### config.mk
export PLATFORM = sky130hd
export DESIGN_NAME = esl_core
export DESIGN_NICKNAME = d
export VERILOG_FILES = /design/src/core/esl_pkg.sv /design/src/core/esl_lane_swap.sv /design/src/core/esl_link_mon.sv /design/src/core/esl_core.sv
export SDC_FILE = /design/constraint.sdc
export NUM_CORES = 1
export LEC_CHECK = 0
export BUFFER_PORTS_ARGS = -buffer_cell sky130_fd_sc_hd__buf_2
export CAP_MARGIN = 0
export CORE_MARGIN = 5
export CORE_UTILIZATION = 30
export CTS_BUF_LIST = sky130_fd_sc_hd__clkbuf_8
export CTS_CLUSTER_SIZE = 16
export DETAILED_ROUTE_END_ITERATION = 10
export REMOVE_ABC_BUFFERS = 1
export SYNTH_ARGS = -nofsm -noshare
export SYNTH_HDL_FRONTEND = slang
export SYNTH_SLANG_ARGS = --single-unit
### constraint.sdc
create_clock -name clk_sys -period 6.85 [get_ports clk_sys]
set_input_delay 0.685 -clock clk_sys [delete_from_list [all_inputs] [get_ports clk_sys]]
set_output_delay 0.685 -clock clk_sys [all_outputs]
set_load 0.01 [all_outputs]
### src/core/esl_pkg.sv
package esl_pkg;
    // ****************************************
    // Access sizes and register map.
    // ****************************************
    localparam logic [1:0] SZ_BYTE   = 2'h0;
    localparam logic [1:0] SZ_WORD   = 2'h1;
    localparam logic [1:0] SZ_LONG   = 2'h2;
    localparam logic [7:0] ADDR_CTRL = 8'h00;
    localparam logic [7:0] ADDR_STAT = 8'h04;
    localparam logic [7:0] ADDR_INT  = 8'h08;
    localparam logic [7:0] ADDR_MASK = 8'h0C;
    // Control bit positions: three swap bits, two loopback enables.
    localparam int CTRL_BSB = 0;
    localparam int CTRL_NBS = 1;
    localparam int CTRL_WSW = 2;
    localparam int CTRL_LLB = 4;
    localparam int CTRL_RLB = 5;
    localparam logic [2:0] SWAP_RST = 3'h0;
    localparam logic [1:0] LOOP_RST = 2'h0;
    // Interrupt status bit positions.
    localparam int INT_LOST = 0;
    localparam int INT_UP   = 1;
    localparam int INT_ERR  = 2;
    localparam int INT_LOOP = 3;
    localparam logic [3:0] INT_RST  = 4'h0;
    localparam logic [3:0] ALL_LANE = 4'hF;
    // ****************************************
    // Timing.
    // ****************************************
    localparam int CLK_MHZ         = 125;
    localparam int LINK_RECOVER_US = 1000;
    localparam int LINK_RECOVER_CYC = LINK_RECOVER_US * CLK_MHZ;
    typedef logic [23:0] esl_cnt_t;

    // Lane index xor applied to every byte lane for a given size and setting.
    function automatic logic [1:0] lane_xor(input logic [1:0] size,
                                            input logic [2:0] swapCfg);
        logic [1:0] sel;
        sel = 2'h0;
        // RULE1 RULE2 RULE3 RULE14 RULE15 RULE16 lane select
        case (size)
            SZ_BYTE: sel = {1'b0, !swapCfg[CTRL_BSB]};
            SZ_WORD: sel = {swapCfg[CTRL_WSW], !swapCfg[CTRL_NBS]};
            default: sel = swapCfg[CTRL_NBS] ? 2'h0 : 2'h3;
        endcase
        return sel;
    endfunction : lane_xor
endpackage : esl_pkg

### src/core/esl_lane_swap.sv
`timescale 1ns/1ps
module esl_lane_swap (
    input  wire logic        clk_sys,  // System clock.
    input  wire logic        rst_b,    // Async reset, low.
    input  wire logic        inValid,  // Input beat valid.
    input  wire logic [1:0]  inSize,   // Access size.
    input  wire logic [2:0]  swapCfg,  // Swap settings.
    input  wire logic [31:0] inData,   // Source lanes.
    input  wire logic [3:0]  inBe,     // Source enables.
    output logic             outValid, // Steered beat valid.
    output logic [31:0]      outData,  // Steered lanes.
    output logic [3:0]       outBe     // Steered enables.
);
    wire  [1:0]  laneSel = esl_pkg::lane_xor(inSize, swapCfg);
    logic [31:0] steerData;
    logic [3:0]  steerBe;

    // Each destination lane picks the source lane at index xor laneSel.
    for (genvar j = 0; j < 4; j++) begin : gLane
        wire [1:0] srcLane = 2'(j) ^ laneSel;
        assign steerData[8*j +: 8] = inData[8*srcLane +: 8];
        assign steerBe[j]          = inBe[srcLane];
    end

    // Registers the steered beat.
    always_ff @(posedge clk_sys or negedge rst_b) begin
        if (!rst_b) begin
            outValid <= 1'b0;
            outData  <= 32'h0000_0000;
            outBe    <= 4'h0;
        end else begin
            outValid <= inValid;
            outData  <= steerData;
            outBe    <= steerBe;
        end
    end
endmodule : esl_lane_swap

### src/core/esl_link_mon.sv
`timescale 1ns/1ps
module esl_link_mon #(
    parameter int RECOVER_CYC = esl_pkg::LINK_RECOVER_CYC
) (
    input  wire logic clk_sys,     // System clock.
    input  wire logic rst_b,       // Async reset, low.
    input  wire logic loopChange,  // Loopback setting changed.
    input  wire logic xcvrOkPin,   // Transceiver link good pin.
    input  wire logic fiberErrPin, // Fiber data error pin.
    output logic      linkUp,      // Link good flag.
    output logic      linkLost,    // Pulse on link drop.
    output logic      linkBack,    // Pulse on link return.
    output logic      fiberErr     // Pulse on data error.
);
    logic [1:0]        okSync;
    logic [2:0]        errSync;
    esl_pkg::esl_cnt_t cntQ;
    wire               recovering = (cntQ != '0);
    // RULE8 forced link drop
    wire linkUpD = okSync[1] && !recovering && !loopChange;

    // Synchronises the pins and times the transceiver recovery.
    always_ff @(posedge clk_sys or negedge rst_b) begin
        if (!rst_b) begin
            okSync   <= 2'h0;
            errSync  <= 3'h0;
            cntQ     <= '0;
            linkUp   <= 1'b0;
            linkLost <= 1'b0;
            linkBack <= 1'b0;
            fiberErr <= 1'b0;
        end else begin
            okSync   <= {okSync[0], xcvrOkPin};
            errSync  <= {errSync[1:0], fiberErrPin};
            if (loopChange) begin
                cntQ <= esl_pkg::esl_cnt_t'(RECOVER_CYC);
            end else if (recovering) begin
                cntQ <= cntQ - 1'b1;
            end
            linkUp   <= linkUpD;
            linkLost <= linkUp && !linkUpD;
            linkBack <= !linkUp && linkUpD;
            // RULE10 error edge detect
            fiberErr <= errSync[1] && !errSync[2];
        end
    end
endmodule : esl_link_mon

### src/core/esl_core.sv
// Decided for this implementation: the AHB-Lite interface to the registers and the placing of the registers.
`timescale 1ns/1ps
// Overview of operation
// RULE1 - Longword lanes reversed with no swap bits.
// RULE2 - Non-byte swap keeps longword lanes unchanged.
// RULE3 - Byte swap and word swap ignore longwords.
// RULE4 - Separate local and remote loopback enable bits.
// RULE5 - Local loopback turns path on own card.
// RULE6 - Fiber wrap: transmit with remote loop on.
// RULE7 - Remote loopback turns path on remote card.
// RULE8 - Loopback change drops link good flag.
// RULE9 - Host polls link good up to 1.5 s.
// RULE10 - Fiber data errors logged in status.
// RULE11 - Host activates mapping before loopback traffic.
// RULE12 - Host reinitialises after loopback is off.
// RULE13 - Host never swaps loop kinds in one write.
// RULE14 - Byte swap keeps byte lanes in place.
// RULE15 - Word swap moves word to other half.
// RULE16 - Non-byte swap keeps word byte order.
// RULE17 - Read data uses the inverse lane mapping.
module esl_core #(
    parameter int RECOVER_CYC = esl_pkg::LINK_RECOVER_CYC
) (
    input  wire logic        clk_sys,       // System clock.
    input  wire logic        rst_b,         // Async reset, low.
    input  wire logic        hsel,          // AHB select.
    input  wire logic [31:0] haddr,         // AHB address.
    input  wire logic [1:0]  htrans,        // AHB transfer type.
    input  wire logic        hwrite,        // AHB write.
    input  wire logic [2:0]  hsize,         // AHB size.
    input  wire logic [31:0] hwdata,        // AHB write data.
    input  wire logic        hready,        // AHB ready in.
    output logic             hreadyout,     // AHB ready out.
    output logic             hresp,         // AHB response.
    output logic [31:0]      hrdata,        // AHB read data.
    input  wire logic        pciValid,      // Host access request.
    input  wire logic        pciWrite,      // Host access is write.
    input  wire logic [1:0]  pciSize,       // Host access size.
    input  wire logic [3:0]  pciBe,         // Host byte enables.
    input  wire logic [31:0] pciWdata,      // Host write data.
    output logic             pciRdValid,    // Read data valid.
    output logic [31:0]      pciRdata,      // Read data.
    output logic             txValid,       // Fiber request valid.
    output logic             txWrite,       // Fiber request is write.
    output logic [31:0]      txData,        // Fiber request data.
    output logic [3:0]       txBe,          // Fiber byte enables.
    input  wire logic        rxValid,       // Fiber read return.
    input  wire logic [31:0] rxData,        // Fiber read data.
    input  wire logic        farLoopLocal,  // Far side local loop.
    input  wire logic        farLoopRemote, // Far side remote loop.
    output logic             remoteLoopEn,  // Remote loop to far card.
    input  wire logic        xcvrOkPin,     // Transceiver good pin.
    input  wire logic        fiberErrPin,   // Fiber error pin.
    output logic             linkUp,        // Link good flag.
    output logic             irq            // Interrupt, high.
);
    // ****************************************
    // Register bus slave.
    // ****************************************
    logic        wrPendQ;
    logic [7:0]  addrQ;
    logic [2:0]  swapQ;
    logic [1:0]  loopQ;
    logic [3:0]  intStatQ;
    logic [3:0]  maskQ;
    logic [1:0]  loopPrevQ;
    logic        wrQ;
    logic [1:0]  rdSizeQ;
    logic        loopRdQ;
    logic [31:0] loopDataQ;
    logic        swValid;
    logic [31:0] swData;
    logic        linkLost;
    logic        linkBack;
    logic        fiberErr;

    // Address phase decode and data phase write strobes.
    wire addrPhase = hsel && htrans[1] && hready;
    wire rdPhase   = addrPhase && !hwrite;
    wire wrCtrl    = wrPendQ && (addrQ == esl_pkg::ADDR_CTRL);
    wire wrInt     = wrPendQ && (addrQ == esl_pkg::ADDR_INT);
    wire wrMask    = wrPendQ && (addrQ == esl_pkg::ADDR_MASK);

    // Next register values, also used for read forwarding.
    wire [2:0] swapD = wrCtrl ? hwdata[esl_pkg::CTRL_WSW:esl_pkg::CTRL_BSB] : swapQ;
    // RULE4 independent loop bits
    wire [1:0] loopD = wrCtrl ? hwdata[esl_pkg::CTRL_RLB:esl_pkg::CTRL_LLB] : loopQ;
    wire [3:0] maskD = wrMask ? hwdata[3:0] : maskQ;

    // Loopback state seen from both sides of the adapter.
    wire localLoop  = loopQ[0] || farLoopLocal;
    wire remoteLoop = loopQ[1] || farLoopRemote;
    wire [1:0] loopEff = {remoteLoop, localLoop};
    wire loopChange = (loopEff != loopPrevQ);

    // Events set status bits; a set beats a clear in the same cycle.
    wire [3:0] intEvt  = {loopChange, fiberErr, linkBack, linkLost};
    wire [3:0] intClr  = wrInt ? hwdata[3:0] : 4'h0;
    wire [3:0] intStatD = (intStatQ & ~intClr) | intEvt;

    // Read mux over forwarded next values, except status which reads current values; unmapped reads return zero.
    wire [31:0] ctrlRd = {26'h000_0000, loopD, 1'b0, swapD};
    wire [31:0] statRd = {29'h0000_0000, remoteLoop, localLoop, linkUp};
    wire [31:0] rdMux  =
        (haddr[7:0] == esl_pkg::ADDR_CTRL) ? ctrlRd :
        (haddr[7:0] == esl_pkg::ADDR_STAT) ? statRd :
        (haddr[7:0] == esl_pkg::ADDR_INT)  ? {28'h000_0000, intStatD} :
        (haddr[7:0] == esl_pkg::ADDR_MASK) ? {28'h000_0000, maskD} :
        32'h0000_0000;

    // The slave answers with no wait state and always OKAY.
    assign hreadyout = 1'b1;
    assign hresp     = 1'b0;

    // Bus phase tracking and read data register.
    always_ff @(posedge clk_sys or negedge rst_b) begin
        if (!rst_b) begin
            wrPendQ <= 1'b0;
            addrQ   <= 8'h00;
            hrdata  <= 32'h0000_0000;
        end else begin
            wrPendQ <= addrPhase && hwrite;
            addrQ   <= haddr[7:0];
            if (rdPhase) begin
                hrdata <= rdMux;
            end
        end
    end

    // Control, mask and interrupt status registers.
    always_ff @(posedge clk_sys or negedge rst_b) begin
        if (!rst_b) begin
            swapQ     <= esl_pkg::SWAP_RST;
            loopQ     <= esl_pkg::LOOP_RST;
            maskQ     <= esl_pkg::INT_RST;
            intStatQ  <= esl_pkg::INT_RST;
            loopPrevQ <= esl_pkg::LOOP_RST;
        end else begin
            swapQ     <= swapD;
            loopQ     <= loopD;
            maskQ     <= maskD;
            // RULE10 error logged sticky
            intStatQ  <= intStatD;
            loopPrevQ <= loopEff;
        end
    end

    // Interrupt is high while any unmasked status bit is set.
    assign irq = |(intStatQ & maskQ);

    // ****************************************
    // Data path and loopback.
    // ****************************************
    // RULE1 write lane steering
    esl_lane_swap uTxSwap (
        .clk_sys  (clk_sys),
        .rst_b    (rst_b),
        .inValid  (pciValid),
        .inSize   (pciSize),
        .swapCfg  (swapQ),
        .inData   (pciWdata),
        .inBe     (pciBe),
        .outValid (swValid),
        .outData  (swData),
        .outBe    (txBe)
    );
    assign txData = swData;

    // RULE5 local loop blocks fiber
    assign txValid = swValid && !localLoop;

    // Remembers direction, read size and the local loop store.
    always_ff @(posedge clk_sys or negedge rst_b) begin
        if (!rst_b) begin
            wrQ       <= 1'b0;
            rdSizeQ   <= esl_pkg::SZ_LONG;
            loopRdQ   <= 1'b0;
            loopDataQ <= 32'h0000_0000;
            remoteLoopEn <= 1'b0;
        end else begin
            wrQ <= pciWrite;
            if (pciValid && !pciWrite) begin
                rdSizeQ <= pciSize;
            end
            // RULE5 turn path on card
            loopRdQ <= swValid && !wrQ && localLoop;
            if (swValid && wrQ && localLoop) begin
                loopDataQ <= swData;
            end
            // RULE7 loop at remote card
            remoteLoopEn <= loopQ[1];
        end
    end
    assign txWrite = wrQ;

    // Read return comes from the fiber, or from the local store.
    wire        rdSelValid = localLoop ? loopRdQ : rxValid;
    wire [31:0] rdSelData  = localLoop ? loopDataQ : rxData;

    // RULE17 inverse read steering
    esl_lane_swap uRxSwap (
        .clk_sys  (clk_sys),
        .rst_b    (rst_b),
        .inValid  (rdSelValid),
        .inSize   (rdSizeQ),
        .swapCfg  (swapQ),
        .inData   (rdSelData),
        .inBe     (esl_pkg::ALL_LANE),
        .outValid (pciRdValid),
        .outData  (pciRdata),
        .outBe    ()
    );

    // RULE8 link recovery timing
    esl_link_mon #(
        .RECOVER_CYC (RECOVER_CYC)
    ) uLinkMon (
        .clk_sys     (clk_sys),
        .rst_b       (rst_b),
        .loopChange  (loopChange),
        .xcvrOkPin   (xcvrOkPin),
        .fiberErrPin (fiberErrPin),
        .linkUp      (linkUp),
        .linkLost    (linkLost),
        .linkBack    (linkBack),
        .fiberErr    (fiberErr)
    );

    wire longReq = pciValid && (pciSize == esl_pkg::SZ_LONG);
    wire wordReq = pciValid && (pciSize == esl_pkg::SZ_WORD);
    wire nbs     = swapQ[esl_pkg::CTRL_NBS];
    wire wsw     = swapQ[esl_pkg::CTRL_WSW];
    wire bsb     = swapQ[esl_pkg::CTRL_BSB];
endmodule : esl_core

==> run_results.csv <==
group,metric,value,unit
synthesis,ys_top_cells_by_area,"dfrtp_1 (53%), mux2i_1 (13%), mux2_2 (9.9%), mux4_2 (5.0%), buf_4 (2.6%)",
power_and_ir_drop,ir_drop,0.0000896,V
setup_path,worstPathRequired,7230,ps
outcome,status,"complete, no violations",
floorplan,die_area,0.0302,sq mm
setup_path,crit_type,"reg -> reg",
cts,cts_tree,"built",
route,drt_pre_antenna_iters,4,
synthesis,ys.flop_type,"dfrtp_1",
cts,cts_resized,0,
synthesis,syn_inst,614,
cts,cts_num_sinks,170,
grt,track_usage,0.128,
grt,grt_max_degree,111,
setup_path,endpoint_kind,"flop",
grt,grt_overflow_total,0,
synthesis,yosysWarnings,0,
timing,worst-slew-pin-transition,1040,ps
grt,grt_first_pass_wirelength,30900,microns
route,vias,5480,
synthesis,synthMuxAreaShare,0.288,
synthesis,synth-edff-count,0,
setup_path,cp-start-kind,"flop",
synthesis,ys_ff_latch,170,
finish,layout-drive-gt1-share,0.411,
route,antenna_left,0,
finish,fillers,2649,
synthesis,yosysUniqueCellTypes,53,
cts,post_cts_buffers,0,
synthesis,synth_top_cell_by_area,"dfrtp_1",
synthesis,synthAdderAreaFrac,0.00311,
synthesis,async_flop_share,1.00,
finish,final_common_cell,"buf_2",
finish,synthToLayoutAreaGrowth,19.9,%
floorplan,die_w,174,microns
cts,insertion_delay,460,ps
power_and_ir_drop,p_leak,4.40,nW
timing,rsz0062_at_grt,"false",
finish,nets,938,
route,drc,0,
finish,fin_cells,1139,
power_and_ir_drop,power.total,0.00257,W
synthesis,synthXorXnorAreaFrac,0.00544,
route,routed_wl,19300,microns
floorplan,boundaryPins,259,
synthesis,syn_area_per_cell,13.1,sq um
grt,grt_antenna_before_repair,0,
setup_path,rrSetupSlack,4260,ps
power_and_ir_drop,power_density,266,mW/mm^2
finish,num_antenna_cells,0,
floorplan,die_h,174,microns
cts,clockBufferDepth,2,
timing,max_freq,386,MHz
cts,clkTransAtPathRegs,110,ps
placement,port_buffers,176,
finish,mostFrequentLayoutCells,"buf_2 (175), dfrtp_1 (169), mux2i_1 (102)",
cts,cts-root-buf,"clkbuf_8",
timing,fin_crit_sh,0.378,
setup_path,critPathCapture,"uLinkMon.cntQ[19]",
placement,dp_hpwl,14100,microns
route,drt_iter0_drc,218,
setup_path,worstPathArrival,2970,ps
placement,finalWeightedCongestion,0.778,
cts,cts_inserted_buffers,17,
timing,maxSlewHeadroom,0.291,
floorplan,coreArea,0.0267,sq mm
synthesis,netlist_area,0.00806,sq mm
synthesis,synth_top_family_by_area,"multiplexers",
setup_path,startpoint,"uLinkMon.cntQ[8]",
timing,finalCriticalPeriod,2590,ps
floorplan,start_util,0.301,
cts,cts-hold-fix-buffers,0,
route,via_per_inst,4.81,
timing,setup_tns,0,ps
synthesis,synthSimpleGateAreaFrac,0.0806,
setup_path,r2r_end,"uLinkMon.cntQ[19]",
timing,setup_viol,0,
timing,report.final.slew_viol_count,0,
placement,placed_cells,1107,
grt,first_global_vias,5614,
floorplan,rows,60,
setup_path,reg2reg_from,"uLinkMon.cntQ[8]",
flow_run,drv_cap,0,
setup_path,crit_fanout,14,
synthesis,synth_largest_type_area_fraction,0.525,
hold_path,worstHoldPathType,"in -> reg",
synthesis,yosysSeqAreaShare,0.528,
setup_path,worstRegToRegCells,6,
route,wl_per_cell,17.0,microns
timing,hold_violations,0,
synthesis,synth_compound_area_frac,0.0454,
cts,htree_levels,4,
timing,worst_clock_skew,21.9,ps
[cell usage after synthesis, drive strengths merged, types with 5 or more instances]
master,count
or3,10
inv,12
nor3,7
mux2i,106
o31ai,5
dfrtp,169
or4,12
nor4,9
mux2,75
mux4,18
nand2,16
nand3,6
clkbuf,16
a21oi,15
buf,42
o21ai,12
nor2,22
[registers in the layout, summed over array words and instances, names as in the netlist, 2 cells and up]
register          flops
loopDataQ            32
uRxSwap.outData      32
uTxSwap.outData      32
uLinkMon.cntQ        24
addrQ                 8
hrdata                6
intStatQ              4
maskQ                 4
uTxSwap.outBe         4
swapQ                 3
uLinkMon.errSync      3
loopPrevQ             2
loopQ                 2
rdSizeQ               2
uLinkMon.okSync       2
[cell families after synthesis]
group	after synthesis
buffers and inverters	70
adders and majority gates	2
other	2
and+or+nand+nor	112
muxes	199
AOI/OAI and AO/OA	54
xor gates and xnor gates	5
DFF	170
[where the power goes]
group          switching (W)  internal (W)  leakage (nW)
clock network       0.000440      0.000280         0.206
registers          0.0000699       0.00116          2.03
logic               0.000322      0.000296          2.17
total               0.000832       0.00174          4.40
[stage by stage]
stage | area (sq um) | hold slack (ps) | worst slack, ps | utilization
2_1_floorplan | 7810 | 331 | 2550 | -
3_3_place_gp | 9240 | 337 | 4180 | 0.346
3_5_place_dp | 9240 | 337 | 4160 | 0.346
4_1_cts | 9660 | 281 | 4200 | 0.361
5_1_grt | 9660 | 280 | 4010 | 0.361
6_report | 9660 | 324 | 4260 | 0.361
[final cells by class]
| type | instances | area, sq um | share of cell area |
|---|---|---|---|
| Clock buffer | 17 | 234 | 0.0242 |
| Tap cell | 341 | 427 | 0.0442 |
| Clock inverter | 15 | 179 | 0.0185 |
| Timing Repair Buffer | 184 | 947 | 0.0981 |
| Sequential cell | 170 | 4260 | 0.441 |
| Inverter | 12 | 45.0 | 0.00466 |
| Multi-Input combinational cell | 400 | 3570 | 0.370 |
[how the worst min path moves through the flow]
stage                                   start             endpoint  slack (ps)  depth (start not counted)
after floorplan           uLinkMon.errSync[0]  uLinkMon.errSync[1]         330                          0
after global placement    uLinkMon.errSync[0]  uLinkMon.errSync[1]         340                          0
after detailed placement  uLinkMon.errSync[0]  uLinkMon.errSync[1]         340                          0
after CTS                         fiberErrPin  uLinkMon.errSync[0]         280                          1
after global routing              fiberErrPin  uLinkMon.errSync[0]         280                          1
final                             fiberErrPin  uLinkMon.errSync[0]         320                          1
[metal layers]
metal / up-vias / share of wire / global-route usage
li1: 2535 / - / -
met1: 2788 / 0.43 / 0.162
met2: 145 / 0.51 / 0.221
met3: 12 / 0.047 / 0.0297
met4: 0 / 0.0098 / 0.0337
met5: - / 0 / 0
[worst max-delay path, stage by stage, from the launching register on]
cell	delay [ps]
dfrtp_1	420
nor3_1	460
nand3_1	440
nor3_1	720
buf_4	260
o41ai_1	80
a21oi_1	150
No activity file was read; power rests on OpenSTA's default activity.
